`src/rtl/dma_irq_defs.svh`:
```
/*
 * constants of the transmit completion interrupt register block:
 * register offsets, field widths and positions, reset values.
 * assumes a 10 MHz bus clock and 8-bit byte addresses on a 32-bit bus.
 */
`ifndef DMA_IRQ_DEFS_SVH
`define DMA_IRQ_DEFS_SVH

// ************************************************************
// bus geometry
// ************************************************************
`define ADDR_W 8
`define DATA_W 32
`define CHAN_N 4

// ************************************************************
// register offsets (byte addresses)
// ************************************************************
`define OFS_VECTOR 8'h00
`define OFS_MASKED 8'h04
`define OFS_RAW 8'h08
`define OFS_EN_SET 8'h0c
`define OFS_EN_CLR 8'h10
`define OFS_RX_CTRL 8'h14

// ************************************************************
// fields and reset values
// ************************************************************
`define RX_ON_BIT 0
`define RST_VECTOR 32'h0000_0000
`define RST_CHAN 4'h0
`define RST_RX_ON 1'b0

`endif

```
`src/rtl/dma_irq_pkg.sv`:
```
/*
 * types shared by the completion interrupt register block.
 * assumes dma_irq_defs.svh for the widths.
 */
`include "dma_irq_defs.svh"

package dma_irq_pkg;

  typedef logic [`CHAN_N-1:0] chan_mask_t;
  typedef logic [`ADDR_W-1:0] reg_addr_t;
  typedef logic [`DATA_W-1:0] reg_data_t;

  // axi response codes used by this slave
  typedef enum logic [1:0] {
    RESP_OKAY = 2'b00,
    RESP_SLVERR = 2'b10
  } axi_resp_t;

endpackage : dma_irq_pkg

```
`src/rtl/reg_access_if.sv`:
```
/*
 * internal register access strobes between the axi-lite slave and
 * the register core. assumes one clock domain; strobes are one cycle.
 */
interface reg_access_if;
  import dma_irq_pkg::*;

  logic wr_stb;
  reg_addr_t wr_addr;
  reg_data_t wr_data;
  logic [3:0] wr_strb;
  logic wr_err;
  logic rd_stb;
  reg_addr_t rd_addr;
  reg_data_t rd_data;
  logic rd_err;

  modport bus (
    output wr_stb, wr_addr, wr_data, wr_strb, rd_stb, rd_addr,
    input wr_err, rd_data, rd_err
  );
  modport core (
    input wr_stb, wr_addr, wr_data, wr_strb, rd_stb, rd_addr,
    output wr_err, rd_data, rd_err
  );
endinterface : reg_access_if

```
`src/rtl/dma_completion_irq_regs.sv`:
```
/*
 * transmit completion interrupt registers of the packet dma: vector
 * copy, raw and masked completion status, enable mask with set and
 * clear ports, receive dma enable. reached over axi4-lite.
 * assumes single 10 MHz clock aclk and synchronous inputs.
 */
`include "dma_irq_defs.svh"

// What this block does
// - vector register samples external vector each clock
// - per-channel raw completion flags, channels 3..0
// - masked status equals raw AND enable
// - four active-high completion interrupt enable bits
// - enable-clear write of 1 clears enable bit
// - receive dma enable bit 0, read/write
// - fields reset zero; reserved bits read zero
// - enable-set write of 1 sets enable bit
module dma_completion_irq_regs
  import dma_irq_pkg::*;
(
  // clock and reset
  input wire logic aclk,
  input wire logic aresetn,
  // axi4-lite write
  input wire reg_addr_t s_axi_awaddr,
  input wire logic s_axi_awvalid,
  output logic s_axi_awready,
  input wire reg_data_t s_axi_wdata,
  input wire logic [3:0] s_axi_wstrb,
  input wire logic s_axi_wvalid,
  output logic s_axi_wready,
  output axi_resp_t s_axi_bresp,
  output logic s_axi_bvalid,
  input wire logic s_axi_bready,
  // axi4-lite read
  input wire reg_addr_t s_axi_araddr,
  input wire logic s_axi_arvalid,
  output logic s_axi_arready,
  output reg_data_t s_axi_rdata,
  output axi_resp_t s_axi_rresp,
  output logic s_axi_rvalid,
  input wire logic s_axi_rready,
  // dma state logic side
  input wire chan_mask_t tx_done_pulse,
  input wire reg_data_t intr_vector_in,
  output logic rx_dma_on,
  output logic tx_completion_irq
);

  // ************************************************************
  // decode helpers
  // ************************************************************
  function automatic logic is_mapped(input reg_addr_t a);
    case (a)
      `OFS_VECTOR, `OFS_MASKED, `OFS_RAW,
      `OFS_EN_SET, `OFS_EN_CLR, `OFS_RX_CTRL: is_mapped = 1'b1;
      default: is_mapped = 1'b0;
    endcase
  endfunction

  function automatic reg_data_t pad_chan(input chan_mask_t m);
    pad_chan = {{(`DATA_W-`CHAN_N){1'b0}}, m};
  endfunction

  reg_access_if ra ();

  reg_data_t vec_r;
  chan_mask_t en_r, en_nxt;
  chan_mask_t raw_r;
  logic rx_on_r;
  logic lane0_wr;
  logic raw_rd;

  assign lane0_wr = ra.wr_stb && ra.wr_strb[0];
  assign raw_rd = ra.rd_stb && (ra.rd_addr == `OFS_RAW);
  assign rx_dma_on = rx_on_r;

  // ************************************************************
  // bus slave
  // ************************************************************
  axi_lite_slave u_slave (
    .aclk(aclk),
    .aresetn(aresetn),
    .awaddr(s_axi_awaddr),
    .awvalid(s_axi_awvalid),
    .awready(s_axi_awready),
    .wdata(s_axi_wdata),
    .wstrb(s_axi_wstrb),
    .wvalid(s_axi_wvalid),
    .wready(s_axi_wready),
    .bresp(s_axi_bresp),
    .bvalid(s_axi_bvalid),
    .bready(s_axi_bready),
    .araddr(s_axi_araddr),
    .arvalid(s_axi_arvalid),
    .arready(s_axi_arready),
    .rdata(s_axi_rdata),
    .rresp(s_axi_rresp),
    .rvalid(s_axi_rvalid),
    .rready(s_axi_rready),
    .ra(ra.bus)
  );

  // ************************************************************
  // completion flags and interrupt
  // ************************************************************
  tx_completion_flags u_flags (
    .aclk(aclk),
    .aresetn(aresetn),
    .done_pulse(tx_done_pulse),
    .clear_all(raw_rd),
    .enable(en_r),
    .raw_r(raw_r),
    .irq_r(tx_completion_irq)
  );

  // ************************************************************
  // vector copy
  // ************************************************************
  always_ff @(posedge aclk) begin
    if (!aresetn) begin
      vec_r <= `RST_VECTOR;
    end else begin
      vec_r <= intr_vector_in;
    end
  end

  // ************************************************************
  // enable mask: set and clear ports
  // ************************************************************
  always_comb begin
    en_nxt = en_r;
    if (lane0_wr && ra.wr_addr == `OFS_EN_SET) begin
      en_nxt = en_r | ra.wr_data[`CHAN_N-1:0];
    end else if (lane0_wr && ra.wr_addr == `OFS_EN_CLR) begin
      en_nxt = en_r & ~ra.wr_data[`CHAN_N-1:0];
    end
  end

  always_ff @(posedge aclk) begin
    if (!aresetn) begin
      en_r <= `RST_CHAN;
    end else begin
      en_r <= en_nxt;
    end
  end

  // ************************************************************
  // receive dma control
  // ************************************************************
  always_ff @(posedge aclk) begin
    if (!aresetn) begin
      rx_on_r <= `RST_RX_ON;
    end else if (lane0_wr && ra.wr_addr == `OFS_RX_CTRL) begin
      rx_on_r <= ra.wr_data[`RX_ON_BIT];
    end
  end

  // ************************************************************
  // read mux and errors
  // ************************************************************
  assign ra.wr_err = !is_mapped(ra.wr_addr);
  assign ra.rd_err = !is_mapped(ra.rd_addr);

  always_comb begin
    case (ra.rd_addr)
      `OFS_VECTOR: ra.rd_data = vec_r;
      `OFS_MASKED: ra.rd_data = pad_chan(raw_r & en_r);
      `OFS_RAW: ra.rd_data = pad_chan(raw_r);
      `OFS_EN_SET: ra.rd_data = pad_chan(en_r);
      `OFS_EN_CLR: ra.rd_data = pad_chan(en_r);
      `OFS_RX_CTRL: ra.rd_data = {31'h0, rx_on_r};
      default: ra.rd_data = '0;
    endcase
  end
endmodule // dma_completion_irq_regs

```
`src/rtl/axi_lite_slave.sv`:
```
/*
 * axi4-lite slave front end: takes write address and data in either
 * order, issues one write strobe, then a response; one read at a time.
 * assumes the core answers rd_data and the error flags combinationally.
 */
module axi_lite_slave
  import dma_irq_pkg::*;
(
  // clock and reset
  input wire logic aclk,
  input wire logic aresetn,
  // write channels
  input wire reg_addr_t awaddr,
  input wire logic awvalid,
  output logic awready,
  input wire reg_data_t wdata,
  input wire logic [3:0] wstrb,
  input wire logic wvalid,
  output logic wready,
  output axi_resp_t bresp,
  output logic bvalid,
  input wire logic bready,
  // read channels
  input wire reg_addr_t araddr,
  input wire logic arvalid,
  output logic arready,
  output reg_data_t rdata,
  output axi_resp_t rresp,
  output logic rvalid,
  input wire logic rready,
  // core side
  reg_access_if.bus ra
);

  reg_addr_t awaddr_r, araddr_r;
  reg_data_t wdata_r;
  logic [3:0] wstrb_r;

  // write commits once both halves are held and no response is pending
  assign ra.wr_stb = !awready && !wready && !bvalid;
  assign ra.wr_addr = awaddr_r;
  assign ra.wr_data = wdata_r;
  assign ra.wr_strb = wstrb_r;
  assign ra.rd_stb = !arready && !rvalid;
  assign ra.rd_addr = araddr_r;

  // ************************************************************
  // write address and data capture
  // ************************************************************
  always_ff @(posedge aclk) begin
    if (!aresetn) begin
      awready <= 1'b1;
      awaddr_r <= '0;
    end else if (awvalid && awready) begin
      awready <= 1'b0;
      awaddr_r <= awaddr;
    end else if (ra.wr_stb) begin
      awready <= 1'b1;
    end
  end

  always_ff @(posedge aclk) begin
    if (!aresetn) begin
      wready <= 1'b1;
      wdata_r <= '0;
      wstrb_r <= 4'h0;
    end else if (wvalid && wready) begin
      wready <= 1'b0;
      wdata_r <= wdata;
      wstrb_r <= wstrb;
    end else if (ra.wr_stb) begin
      wready <= 1'b1;
    end
  end

  // ************************************************************
  // write response
  // ************************************************************
  always_ff @(posedge aclk) begin
    if (!aresetn) begin
      bvalid <= 1'b0;
      bresp <= RESP_OKAY;
    end else if (ra.wr_stb) begin
      bvalid <= 1'b1;
      bresp <= ra.wr_err ? RESP_SLVERR : RESP_OKAY;
    end else if (bready) begin
      bvalid <= 1'b0;
    end
  end

  // ************************************************************
  // read address, data and response
  // ************************************************************
  always_ff @(posedge aclk) begin
    if (!aresetn) begin
      arready <= 1'b1;
      araddr_r <= '0;
    end else if (arvalid && arready) begin
      arready <= 1'b0;
      araddr_r <= araddr;
    end else if (rvalid && rready) begin
      arready <= 1'b1;
    end
  end

  always_ff @(posedge aclk) begin
    if (!aresetn) begin
      rvalid <= 1'b0;
      rdata <= '0;
      rresp <= RESP_OKAY;
    end else if (ra.rd_stb) begin
      rvalid <= 1'b1;
      rdata <= ra.rd_data;
      rresp <= ra.rd_err ? RESP_SLVERR : RESP_OKAY;
    end else if (rready) begin
      rvalid <= 1'b0;
    end
  end

endmodule // axi_lite_slave

```
`src/rtl/tx_completion_flags.sv`:
```
/*
 * per-channel sticky transmit completion flags and the level interrupt.
 * assumes done pulses are one cycle per finished packet.
 */
module tx_completion_flags
  import dma_irq_pkg::*;
(
  // clock and reset
  input wire logic aclk,
  input wire logic aresetn,
  // events and control
  input wire chan_mask_t done_pulse,
  input wire logic clear_all,
  input wire chan_mask_t enable,
  // state
  output chan_mask_t raw_r,
  output logic irq_r
);

  chan_mask_t raw_nxt;

  // a completion in the clearing cycle survives the clear
  always_comb begin
    raw_nxt = (clear_all ? `RST_CHAN : raw_r) | done_pulse;
  end

  always_ff @(posedge aclk) begin
    if (!aresetn) begin
      raw_r <= `RST_CHAN;
    end else begin
      raw_r <= raw_nxt;
    end
  end

  always_ff @(posedge aclk) begin
    if (!aresetn) begin
      irq_r <= 1'b0;
    end else begin
      irq_r <= |(raw_r & enable);
    end
  end

endmodule // tx_completion_flags

```
`config.mk`:
```
export PLATFORM = sky130hd
export DESIGN_NAME = dma_completion_irq_regs
export DESIGN_NICKNAME = d
export VERILOG_FILES = /design/src/rtl/dma_irq_pkg.sv /design/src/rtl/reg_access_if.sv /design/src/rtl/dma_completion_irq_regs.sv /design/src/rtl/axi_lite_slave.sv /design/src/rtl/tx_completion_flags.sv
export VERILOG_INCLUDE_DIRS = /design/src /design/src/rtl
export SDC_FILE = /design/constraint.sdc
export NUM_CORES = 1
export LEC_CHECK = 0
export BUFFER_PORTS_ARGS = -buffer_cell sky130_fd_sc_hd__buf_2
export CAP_MARGIN = 0
export CELL_PAD_IN_SITES_DETAIL_PLACEMENT = 0
export CELL_PAD_IN_SITES_GLOBAL_PLACEMENT = 2
export CORE_UTILIZATION = 32
export DETAILED_ROUTE_END_ITERATION = 7
export PLACE_DENSITY = 0.81
export SETUP_SLACK_MARGIN = 0.4
export SLEW_MARGIN = 20
export SYNTH_ARGS = -nofsm -noshare
export SYNTH_HDL_FRONTEND = slang
export SYNTH_HIERARCHICAL = 1
export SYNTH_SLANG_ARGS = --single-unit
```
`constraint.sdc`:
```
create_clock -name aclk -period 2 [get_ports aclk]
set_input_delay 0.2 -clock aclk [delete_from_list [all_inputs] [get_ports aclk]]
set_output_delay 0.2 -clock aclk [all_outputs]
set_load 0.05 [all_outputs]
```
## Word-level counts from Yosys, hierarchy flattened

Cells that the tools add are included.

| operators by class | value |
|---|---|
| bitwise gates (word level) | 5 |
| reductions and logical operators | 29 |
| eq/ne operators | 10 |
| multiplexer cells | 17 |

Operators by type and width:

| operator | count |
|---|---|
| 32-bit one-hot mux with 5 select lines | 1 |
| 8-bit by 4-bit equality test with 1-bit output, second input constant | 4 |
| 8-bit by 5-bit equality test with 1-bit output, second input constant | 4 |
| 8-bit by 3-bit equality test with 1-bit output, second input constant | 2 |
| 8-bit logical NOT | 2 |
| 1-bit logical AND | 12 |
| 4-bit two-way mux | 3 |
| 2-bit nonzero test | 6 |
| 6-bit OR reduction | 2 |
| 1-bit two-way mux | 11 |
| 4-bit bitwise AND | 2 |
| 4-bit bitwise OR | 2 |
| 1-bit logical NOT | 5 |
| 2-bit two-way mux | 2 |
| 4-bit NOT | 1 |
| 4-bit OR reduction | 1 |
| 2-bit OR reduction | 1 |

| word-level totals | value |
|---|---|
| bits of input ports | 95 |
| word-level logic and storage cells | 78 |
| bits in registers | 104 |

## Longest topological paths before layout

Gate-level depths: netlist of run 1.

| depth | value |
|---|---|
| word-level depth | 7 |
| depth in mapped cells | 7 |
| depth with buffers taken out | 5 |

## By module

The synthesis of run 1 kept the hierarchy.

Modules (own cells, without submodules):

| module | cells each | area an instance (sq um) | sequential area each (sq um) | instances |
|---|---|---|---|---|
| axi_lite_slave | 414 | 3,822.4 | 1,821.7 | 1 |
| dma_completion_irq_regs | 169 | 1,626.6 | 740.7 | 1 |
| tx_completion_flags | 16 | 177.7 | 100.1 | 1 |

## Least setup slack after synthesis of run 1

No wires, ideal clock.

| path | value |
|---|---|
| path type | register to register |
| start point | reg u_slave.awready |
| end point | reg rx_on_r (netlist: rx_dma_on) |
| data required time | 1.881 ns |
| arrival | 1.908 ns |
| stages on the path, launching flop included | 7 |
| slack | -0.027 ns |
| clock period less this slack | 2.027 ns |
| cells stage by stage | dfxtp_1 buf_2 or3_4 inv_1 nor4bb_1 nand4b_1 mux2i_1 |

| between the ends | value |
|---|---|
| cells in the longest elaborated chain, start to end | 5 |

RTL lines:

| element | line | RTL |
|---|---|---|
| from (decl) | axi_lite_slave.sv:15 | `output logic awready,` |
| from (signal assigned) | axi_lite_slave.sv:52 | `awready <= 1'b1;` |
| from (signal assigned) | axi_lite_slave.sv:55 | `awready <= 1'b0;` |
| from (signal assigned) | axi_lite_slave.sv:58 | `awready <= 1'b1;` |
| 1-bit logical NOT | axi_lite_slave.sv:40 | `assign ra.wr_stb = !awready && !wready && !bvalid;` |
| 1-bit logical AND (2 in a row) | axi_lite_slave.sv:40 |  |
| net ra.wr_stb | reg_access_if.sv:8 | `logic wr_stb;` |
| 1-bit logical AND | dma_completion_irq_regs.sv:74 | `assign lane0_wr = ra.wr_stb && ra.wr_strb[0];` |
| 1-bit logical AND (no line) | - |  |
| to (signal assigned) | dma_completion_irq_regs.sv:153 | `` rx_on_r <= `RST_RX_ON; `` |
| to (signal assigned) | dma_completion_irq_regs.sv:155 | `` rx_on_r <= ra.wr_data[`RX_ON_BIT]; `` |
| to (decl) | dma_completion_irq_regs.sv:70 | `logic rx_on_r;` |

The timed path passes the listed nets, and every way through them passes these cells.
A chain may end at the register's enable or synchronous reset.

## Worst setup path after layout of run 1

| path | value |
|---|---|
| start point | reg u_slave.araddr_r[0] (netlist: u_slave/ra.rd_addr[0]) |
| end point | reg u_slave.rdata[2] |

| between the ends | value |
|---|---|
| cells in the longest elaborated chain, start to end | 3 |

RTL lines:

| element | line | RTL |
|---|---|---|
| from (decl) | axi_lite_slave.sv:35 | `reg_addr_t awaddr_r, araddr_r;` |
| from (signal assigned) | axi_lite_slave.sv:100 | `araddr_r <= araddr;` |
| 8-bit by 5-bit equality test with 1-bit output / 8-bit by 4-bit equality test with 1-bit output (equally long branches) | dma_completion_irq_regs.sv:166 | `case (ra.rd_addr)` |
| 2-bit OR reduction (no line) | - |  |
| 32-bit one-hot mux with 5 select lines * | dma_completion_irq_regs.sv:166 |  |
| net ra.rd_data[2] | reg_access_if.sv:15 | `reg_data_t rd_data;` |
| to (signal assigned) | axi_lite_slave.sv:113 | `rdata <= ra.rd_data;` |
| to (decl) | axi_lite_slave.sv:27 | `output reg_data_t rdata,` |

The timed path passes the listed nets; every way through them passes the cells marked *.

==> metrics.md, run 1 <==
| Metric | Value |
|---|---|
| Maximum vdd drop | `462.2 µV` |
| P_int | `3223 µW` |
| Mapped Cells | `467` |
| Mapped cell area | `4348 µm²` |
| Sw Pwr | `1177 µW` |
| Vias in the first global route | `3288` |
| Residual DRC | `0` |
| ANT cells | `0` |
| Die Ht | `118.6 µm` |
| Via count | `3463` |
| CTS tree | `done` |
| Fillers | `1369` |
| Avg Inst Size Synth | `9.310 µm²` |
| WL met1 | `4718 µm` |
| Pwr per Cell Area | `820.0 nW/µm²` |
| Largest net degree at the start of global routing | `50` |
| Setup TNS after final layout | `0 ns` |
| Slew Limit Fails | `0` |
| DR pass1 iterations | `4` |
| Final setup viols | `0` |
| Share of power burned in the clock network | `36.1%` |
| Sink Count | `102` |
| P&R area growth vs syn | `23.40%` |
| DRT iter0 DRCs | `135` |
| Final period util | `97.64%` |
| DR vias/cell | `4.744` |
| Max-Cap Viols | `0` |
| Initial antenna violation count | `0` |
| Hold Crit Class | `input port to flip-flop` |
| Hold-fix buffers, CTS | `0` |
| CP peak stage delay | `0.56 ns` |
| I/O Buffers | `104` |
| CTS clk-pin slew, worst paths | `0.07 ns` |
| Part of the power in registers | `49.8%` |
| Net count, final | `645` |
| Startpoint Class | `flip-flop` |
| Share of cells above drive strength 1 | `32.67%` |
| # IOs | `138` |
| Crit end category | `flip-flop` |
| WL met3 | `461 µm` |
| Clock Path Buffers | `2` |
| H-Tree Depth | `3` |
| First-pass GRT wire length | `16370 µm` |
| Max layer used | `met4` |
| Crit path cell chain | `or4_4 -> nor3_4 -> buf_12 -> a22o_1 -> or3b_4 -> a21oi_2` |
| Worst hold slack | `0.05433 ns` |
| Root Driver | `clkbuf_16` |
| CP required | `2.28 ns` |
| Row count | `42` |
| Slew headroom | `54.66%` |
| Logic pwr share | `14.0%` |
| Worst skew pair latency | `0.35 ns` |
| Unrepaired setup endpoints after global routing | `yes` |
| WL/cell | `13.40 µm` |
| Hold Fails Final Rpt | `0` |
| Die Wd | `118.6 µm` |
| CP max-delay cell | `or4_4` |
| Met2 WL post-DR | `4428 µm` |
| Final WL | `9779 µm` |
| Cts bufs inserted | `9` |
| Post-route ant nets | `0` |
| DP HPWL | `6840 µm` |
| Critical Path Fanout Max | `16` |
| GRT overflow | `0` |
| Status | `finished clean` |
| Switch share | `26.74%` |
| Max Clk Rate | `512.1 MHz` |
| Routability cong. | `0.7847` |
| Core area | `13240 µm²` |
| Clk_skew | `0.006610 ns` |
| Crit Path Category | `flip-flop to flip-flop` |
| Leakage | `0.002143 µW` |
| Total GRT Usage | `14.69%` |
| Synth warnings | `6` |
| Measured slew at the worst slew-check pin | `0.6791 ns` |
| Initial Utilization | `32.83%` |
| Minimum clock period | `1.953 ns` |
| Die ar. | `14060 µm²` |
| Worst EP arrival | `2.23 ns` |
final timing paths:
check	start	slack [ns]	cells past startpoint	to
worst min-delay path	intr_vector_in[17]	0.05	2	vec_r[17]
worst max register to register	u_slave/ra.rd_addr[0]	0.05	6	u_slave/rdata[2]
worst max-delay path	u_slave/ra.rd_addr[0]	0.05	6	u_slave/rdata[2]
worst min register to register	u_slave/bresp[1]	0.47	2	u_slave/bresp[1]
final cells by class:
cell class	count	area, µm²	area share, %
clock buffers	10	229.0	4.268
repair buffers	122	684.4	12.76
inverters	3	13.76	0.2565
well taps	176	220.2	4.104
multi-input cells	312	2127	39.65
clock inverters	5	37.54	0.6996
flip-flops and latches	102	2053	38.27
power by group through the flow:
stage / sequential (µW) / combinational, µW / clock [µW]
floorplan: 2300 / 360 / 0
global placement: 2240 / 585 / 0
detailed placement: 2250 / 593 / 0
CTS: 2190 / 615 / 1650
global route: 2210 / 680 / 1730
finish: 2190 / 617 / 1590
timing repair:
item	4_1_cts	5_1_grt
gates resized for setup	4	18
pin swaps	2	2
endpoints found under the setup margin	38	42
setup buffers	3	1
registers in the layout (all words and copies together), names as in the netlist, 4 cells and up, named ones only:
| signal | cells |
|---|---|
| u_slave/ra.wr_addr | 8 |
| u_flags/raw_r | 4 |
| u_slave/rdata | 32 |
| u_slave/ra.wr_data | 4 |
| u_slave/ra.rd_addr | 8 |
| vec_r | 32 |
through the flow:
stage	setup WS, ns	utilization, %	area [µm²]	instances	power, µW
5_1_grt	-0.05208	40.51	5365	730	4617
4_1_cts	0.02151	40.10	5310	729	4459
3_5_place_dp	0.02153	37.83	5010	711	2842
3_3_place_gp	0.03745	37.83	5010	711	2830
6_report	0.04728	40.51	5365	730	4399
2_1_floorplan	0.2003	-	4382	468	2655
critical path: cells and delay by family, from the launching register on:
family | cells | cell delay [ns]
DFF | 1 | 0.31
buffers and inverters | 1 | 0.17
and+or+nand+nor | 3 | 1.16
AOI/OAI and AO/OA | 2 | 0.24
layout by cell type (no fill, tap or decap), types with 5 or more instances in the layout:
master / count
buf_2: 104
or4bb_1: 10
and2_1: 61
o21a_1: 5
o21ai_1: 7
a21oi_1: 49
o21ai_0: 31
nor2b_1: 6
a21bo_2: 21
a21oi_2: 7
buf_4: 15
dfxtp_1: 99
clkbuf_16: 9
o211ai_1: 6
nand2_1: 11
nand3_1: 23
or3b_1: 29
routing by layer:
layer | GRT usage [%] | up-vias
li1 | - | 1801
met1 | 18.99 | 1570
met2 | 22.99 | 80
met3 | 4.151 | 12
met4 | 5.775 | 0
met5 | 0 | -
No activity file was read; power rests on OpenSTA's default activity.
==> run 2, diff against run 1 <==
--- a/config.mk
+++ b/config.mk
@@ -10,9 +10,10 @@
 export CAP_MARGIN = 0
 export CELL_PAD_IN_SITES_DETAIL_PLACEMENT = 0
 export CELL_PAD_IN_SITES_GLOBAL_PLACEMENT = 2
-export CORE_UTILIZATION = 32
+export CORE_UTILIZATION = 33
+export CTS_BUF_LIST = sky130_fd_sc_hd__clkbuf_8
 export DETAILED_ROUTE_END_ITERATION = 7
-export PLACE_DENSITY = 0.81
+export PLACE_DENSITY = 0.83
 export SETUP_SLACK_MARGIN = 0.4
 export SLEW_MARGIN = 20
 export SYNTH_ARGS = -nofsm -noshare
==> run 2 against run 1 <==
Setup slack lost 0.018 ns. Largest power group unchanged. Die area shrank 3.0%. Register-to-register slack lost 0.02 ns. Clock power shrank 15%. Sequential power is essentially flat. Global-route usage grew 0.38 points. Routed wire length grew 1.3%. Fmax shrank 0.93%. Total power shrank 5.3%. Flip-flop and latch count is the same. Cell count grew 0.55%. Clock-buffer cell count is the same.
==> metrics.md, run 2 (synthesis results as in run 1) <==
| Metric | Value |
|---|---|
| Crit end category | `flip-flop` |
| Minimum clock period | `1.971 ns` |
| Slew Limit Fails | `0` |
| Switch share | `27.79%` |
| Crit path cell chain | `or4_4 -> nor3_4 -> buf_12 -> a22o_1 -> or3b_1 -> a21oi_1` |
| Net count, final | `652` |
| Most common cell after layout, fill and taps aside | `buf_2` |
| CP peak stage delay | `0.57 ns` |
| Status | `finished clean` |
| DR pass1 iterations | `4` |
| # IOs | `138` |
| Total GRT Usage | `15.07%` |
| WL/cell | `13.49 µm` |
| Row count | `41` |
| Clock Path Buffers | `2` |
| Tot Pwr | `4167 µW` |
| Logic pwr share | `15.1%` |
| CTS clk-pin slew, worst paths | `0.10 ns` |
| Most frequent cells in the layout | `buf_2 (104), dfxtp_1 (98), and2_1 (61)` |
| Share of power burned in the clock network | `32.4%` |
| Busiest grt layer | `met2` |
| Share of cells above drive strength 1 | `32.38%` |
| Routability cong. | `0.7844` |
| H-Tree Depth | `3` |
| Final WL | `9905 µm` |
| Cts bufs inserted | `9` |
| P&R area growth vs syn | `22.79%` |
| Top Registers | `u_slave/rdata x32, vec_r x32` |
| Pwr per Cell Area | `780.5 nW/µm²` |
| P_int | `3009 µW` |
| DR vias/cell | `4.681` |
| Cell area after layout | `5339 µm²` |
| Worst skew pair latency | `0.38 ns` |
| Startpoint Class | `flip-flop` |
| Worst EP arrival | `2.29 ns` |
| Initial Utilization | `34.18%` |
| Met2 global-route usage | `24.62%` |
| Met1 GRT Util | `18.90%` |
| Largest net degree at the start of global routing | `39` |
| Leakage | `0.002144 µW` |
| Flop-to-flop setup slack | `0.03 ns` |
| Setup TNS after final layout | `0 ns` |
| Post-route ant nets | `0` |
| Final period util | `98.55%` |
| Critical Path Fanout Max | `31` |
| Hold Startpoint | `intr_vector_in[13]` |
| CP max-delay cell | `or4_4` |
| Sink Count | `102` |
| Reg2reg path depth | `6` |
| GRT overflow | `0` |
| Final setup viols | `0` |
| I/O Buffers | `104` |
| Worst Hold Path Cells | `2` |
| Vias in the first global route | `3204` |
| Maximum vdd drop | `268.0 µV` |
| Die Ht | `116.8 µm` |
| ANT cells | `0` |
| Die Wd | `116.8 µm` |
| Hold Path Sink | `vec_r[13]` |
| CTS tree | `done` |
| Part of the power in registers | `52.5%` |
| First-pass GRT wire length | `15760 µm` |
| Initial antenna violation count | `1` |
| Clk_skew | `0.009328 ns` |
| R2r endpoint | `u_slave/rdata[2]` |
| DP HPWL | `6738 µm` |
| Sw Pwr | `1158 µW` |
| Placed Instance Area | `5000 µm²` |
| Root Driver | `clkbuf_8` |
| Max-Cap Viols | `0` |
| Unrepaired setup endpoints after global routing | `yes` |
| Met3 usage in global routing | `3.399%` |
| DRT iter0 DRCs | `212` |
| Residual DRC | `0` |
| CP required | `2.31 ns` |
| Core area | `12720 µm²` |
| Worst flop-to-flop path startpoint | `u_slave/ra.rd_addr[0]` |
| Hold Crit Class | `input port to flip-flop` |
| Util after Layout | `41.97%` |
| Die ar. | `13640 µm²` |
| Max Clk Rate | `507.3 MHz` |
| Hold Fails Final Rpt | `0` |
| Crit Path Category | `flip-flop to flip-flop` |
| Via count | `3436` |
-- run 2: cell count changes in the layout (fill, tap and decap cells not counted), moves of 3 or more --
cell	before	now
clkbuf_8	0	10
clkbuf_16	9	0
buf_4	15	19
dlygate4sd3_1	0	4
inv_6	0	3
or3b_1	29	32
or3b_4	4	1
-- run 2: power groups by stage --
stage	clock network (µW)	logic, µW	registers [µW]
final	1350	629	2190
after CTS	1400	614	2190
after floorplan	0	360	2300
after global placement	0	592	2240
after global routing	1480	694	2200
after detailed placement	0	598	2240
-- run 2: per-layer routing --
layer,up-vias,part of all wire [%]
met2,73,45
li1,1809,-
met4,2,1.9
met3,14,4.9
met1,1538,48
met5,-,0.12
-- run 2: worst max path at each step --
stage / start / end / slack, ns / cells after the start
2_1_floorplan: u_slave/ra.rd_addr[0] / u_slave/rdata[19] / 0.20 / 6
3_3_place_gp: u_slave/ra.rd_addr[0] / u_slave/rdata[1] / 0.07 / 6
3_5_place_dp: u_slave/ra.rd_addr[0] / u_slave/rdata[2] / 0.04 / 6
4_1_cts: u_slave/ra.rd_addr[0] / u_slave/rdata[2] / 0.03 / 6
5_1_grt: u_slave/ra.rd_addr[0] / u_slave/rdata[2] / -0.07 / 6
6_report: u_slave/ra.rd_addr[0] / u_slave/rdata[2] / 0.03 / 6
-- run 2: cell type report --
type	instances	area, µm²
fill	1310	7383
multi-input combinational	312	2118
sequential	102	2052
timing repair buffer	129	734.5
tap	172	215.2
clock buffer	10	137.6
clock inverter	6	67.56
inverter	3	13.76
-- run 2: stage by stage --
stage	cells	hold WS, ns	worst slack (ns)
floorplan	468	0.2718	0.2003
global placement	708	0.4085	0.06731
detailed placement	708	0.4103	0.04218
CTS	730	0.002288	0.02530
global route	734	0.007153	-0.07240
finish	734	0.02295	0.02890
-- run 2: worst max-delay path, delay by kind of cell (launching register included) --
family,cells,cell delay (ns)
and+or+nand+nor,3,1.12
DFF,1,0.32
AOI/OAI and AO/OA,2,0.27
buffers and inverters,1,0.19
-- run 2: what timing repair did --
action,in CTS,in global routing
setup endpoints to repair,39,40
pin swaps,1,1
gates resized for setup,4,14
endpoints found under the hold margin,4,0
buffers inserted,2,4
hold buffers,4,0
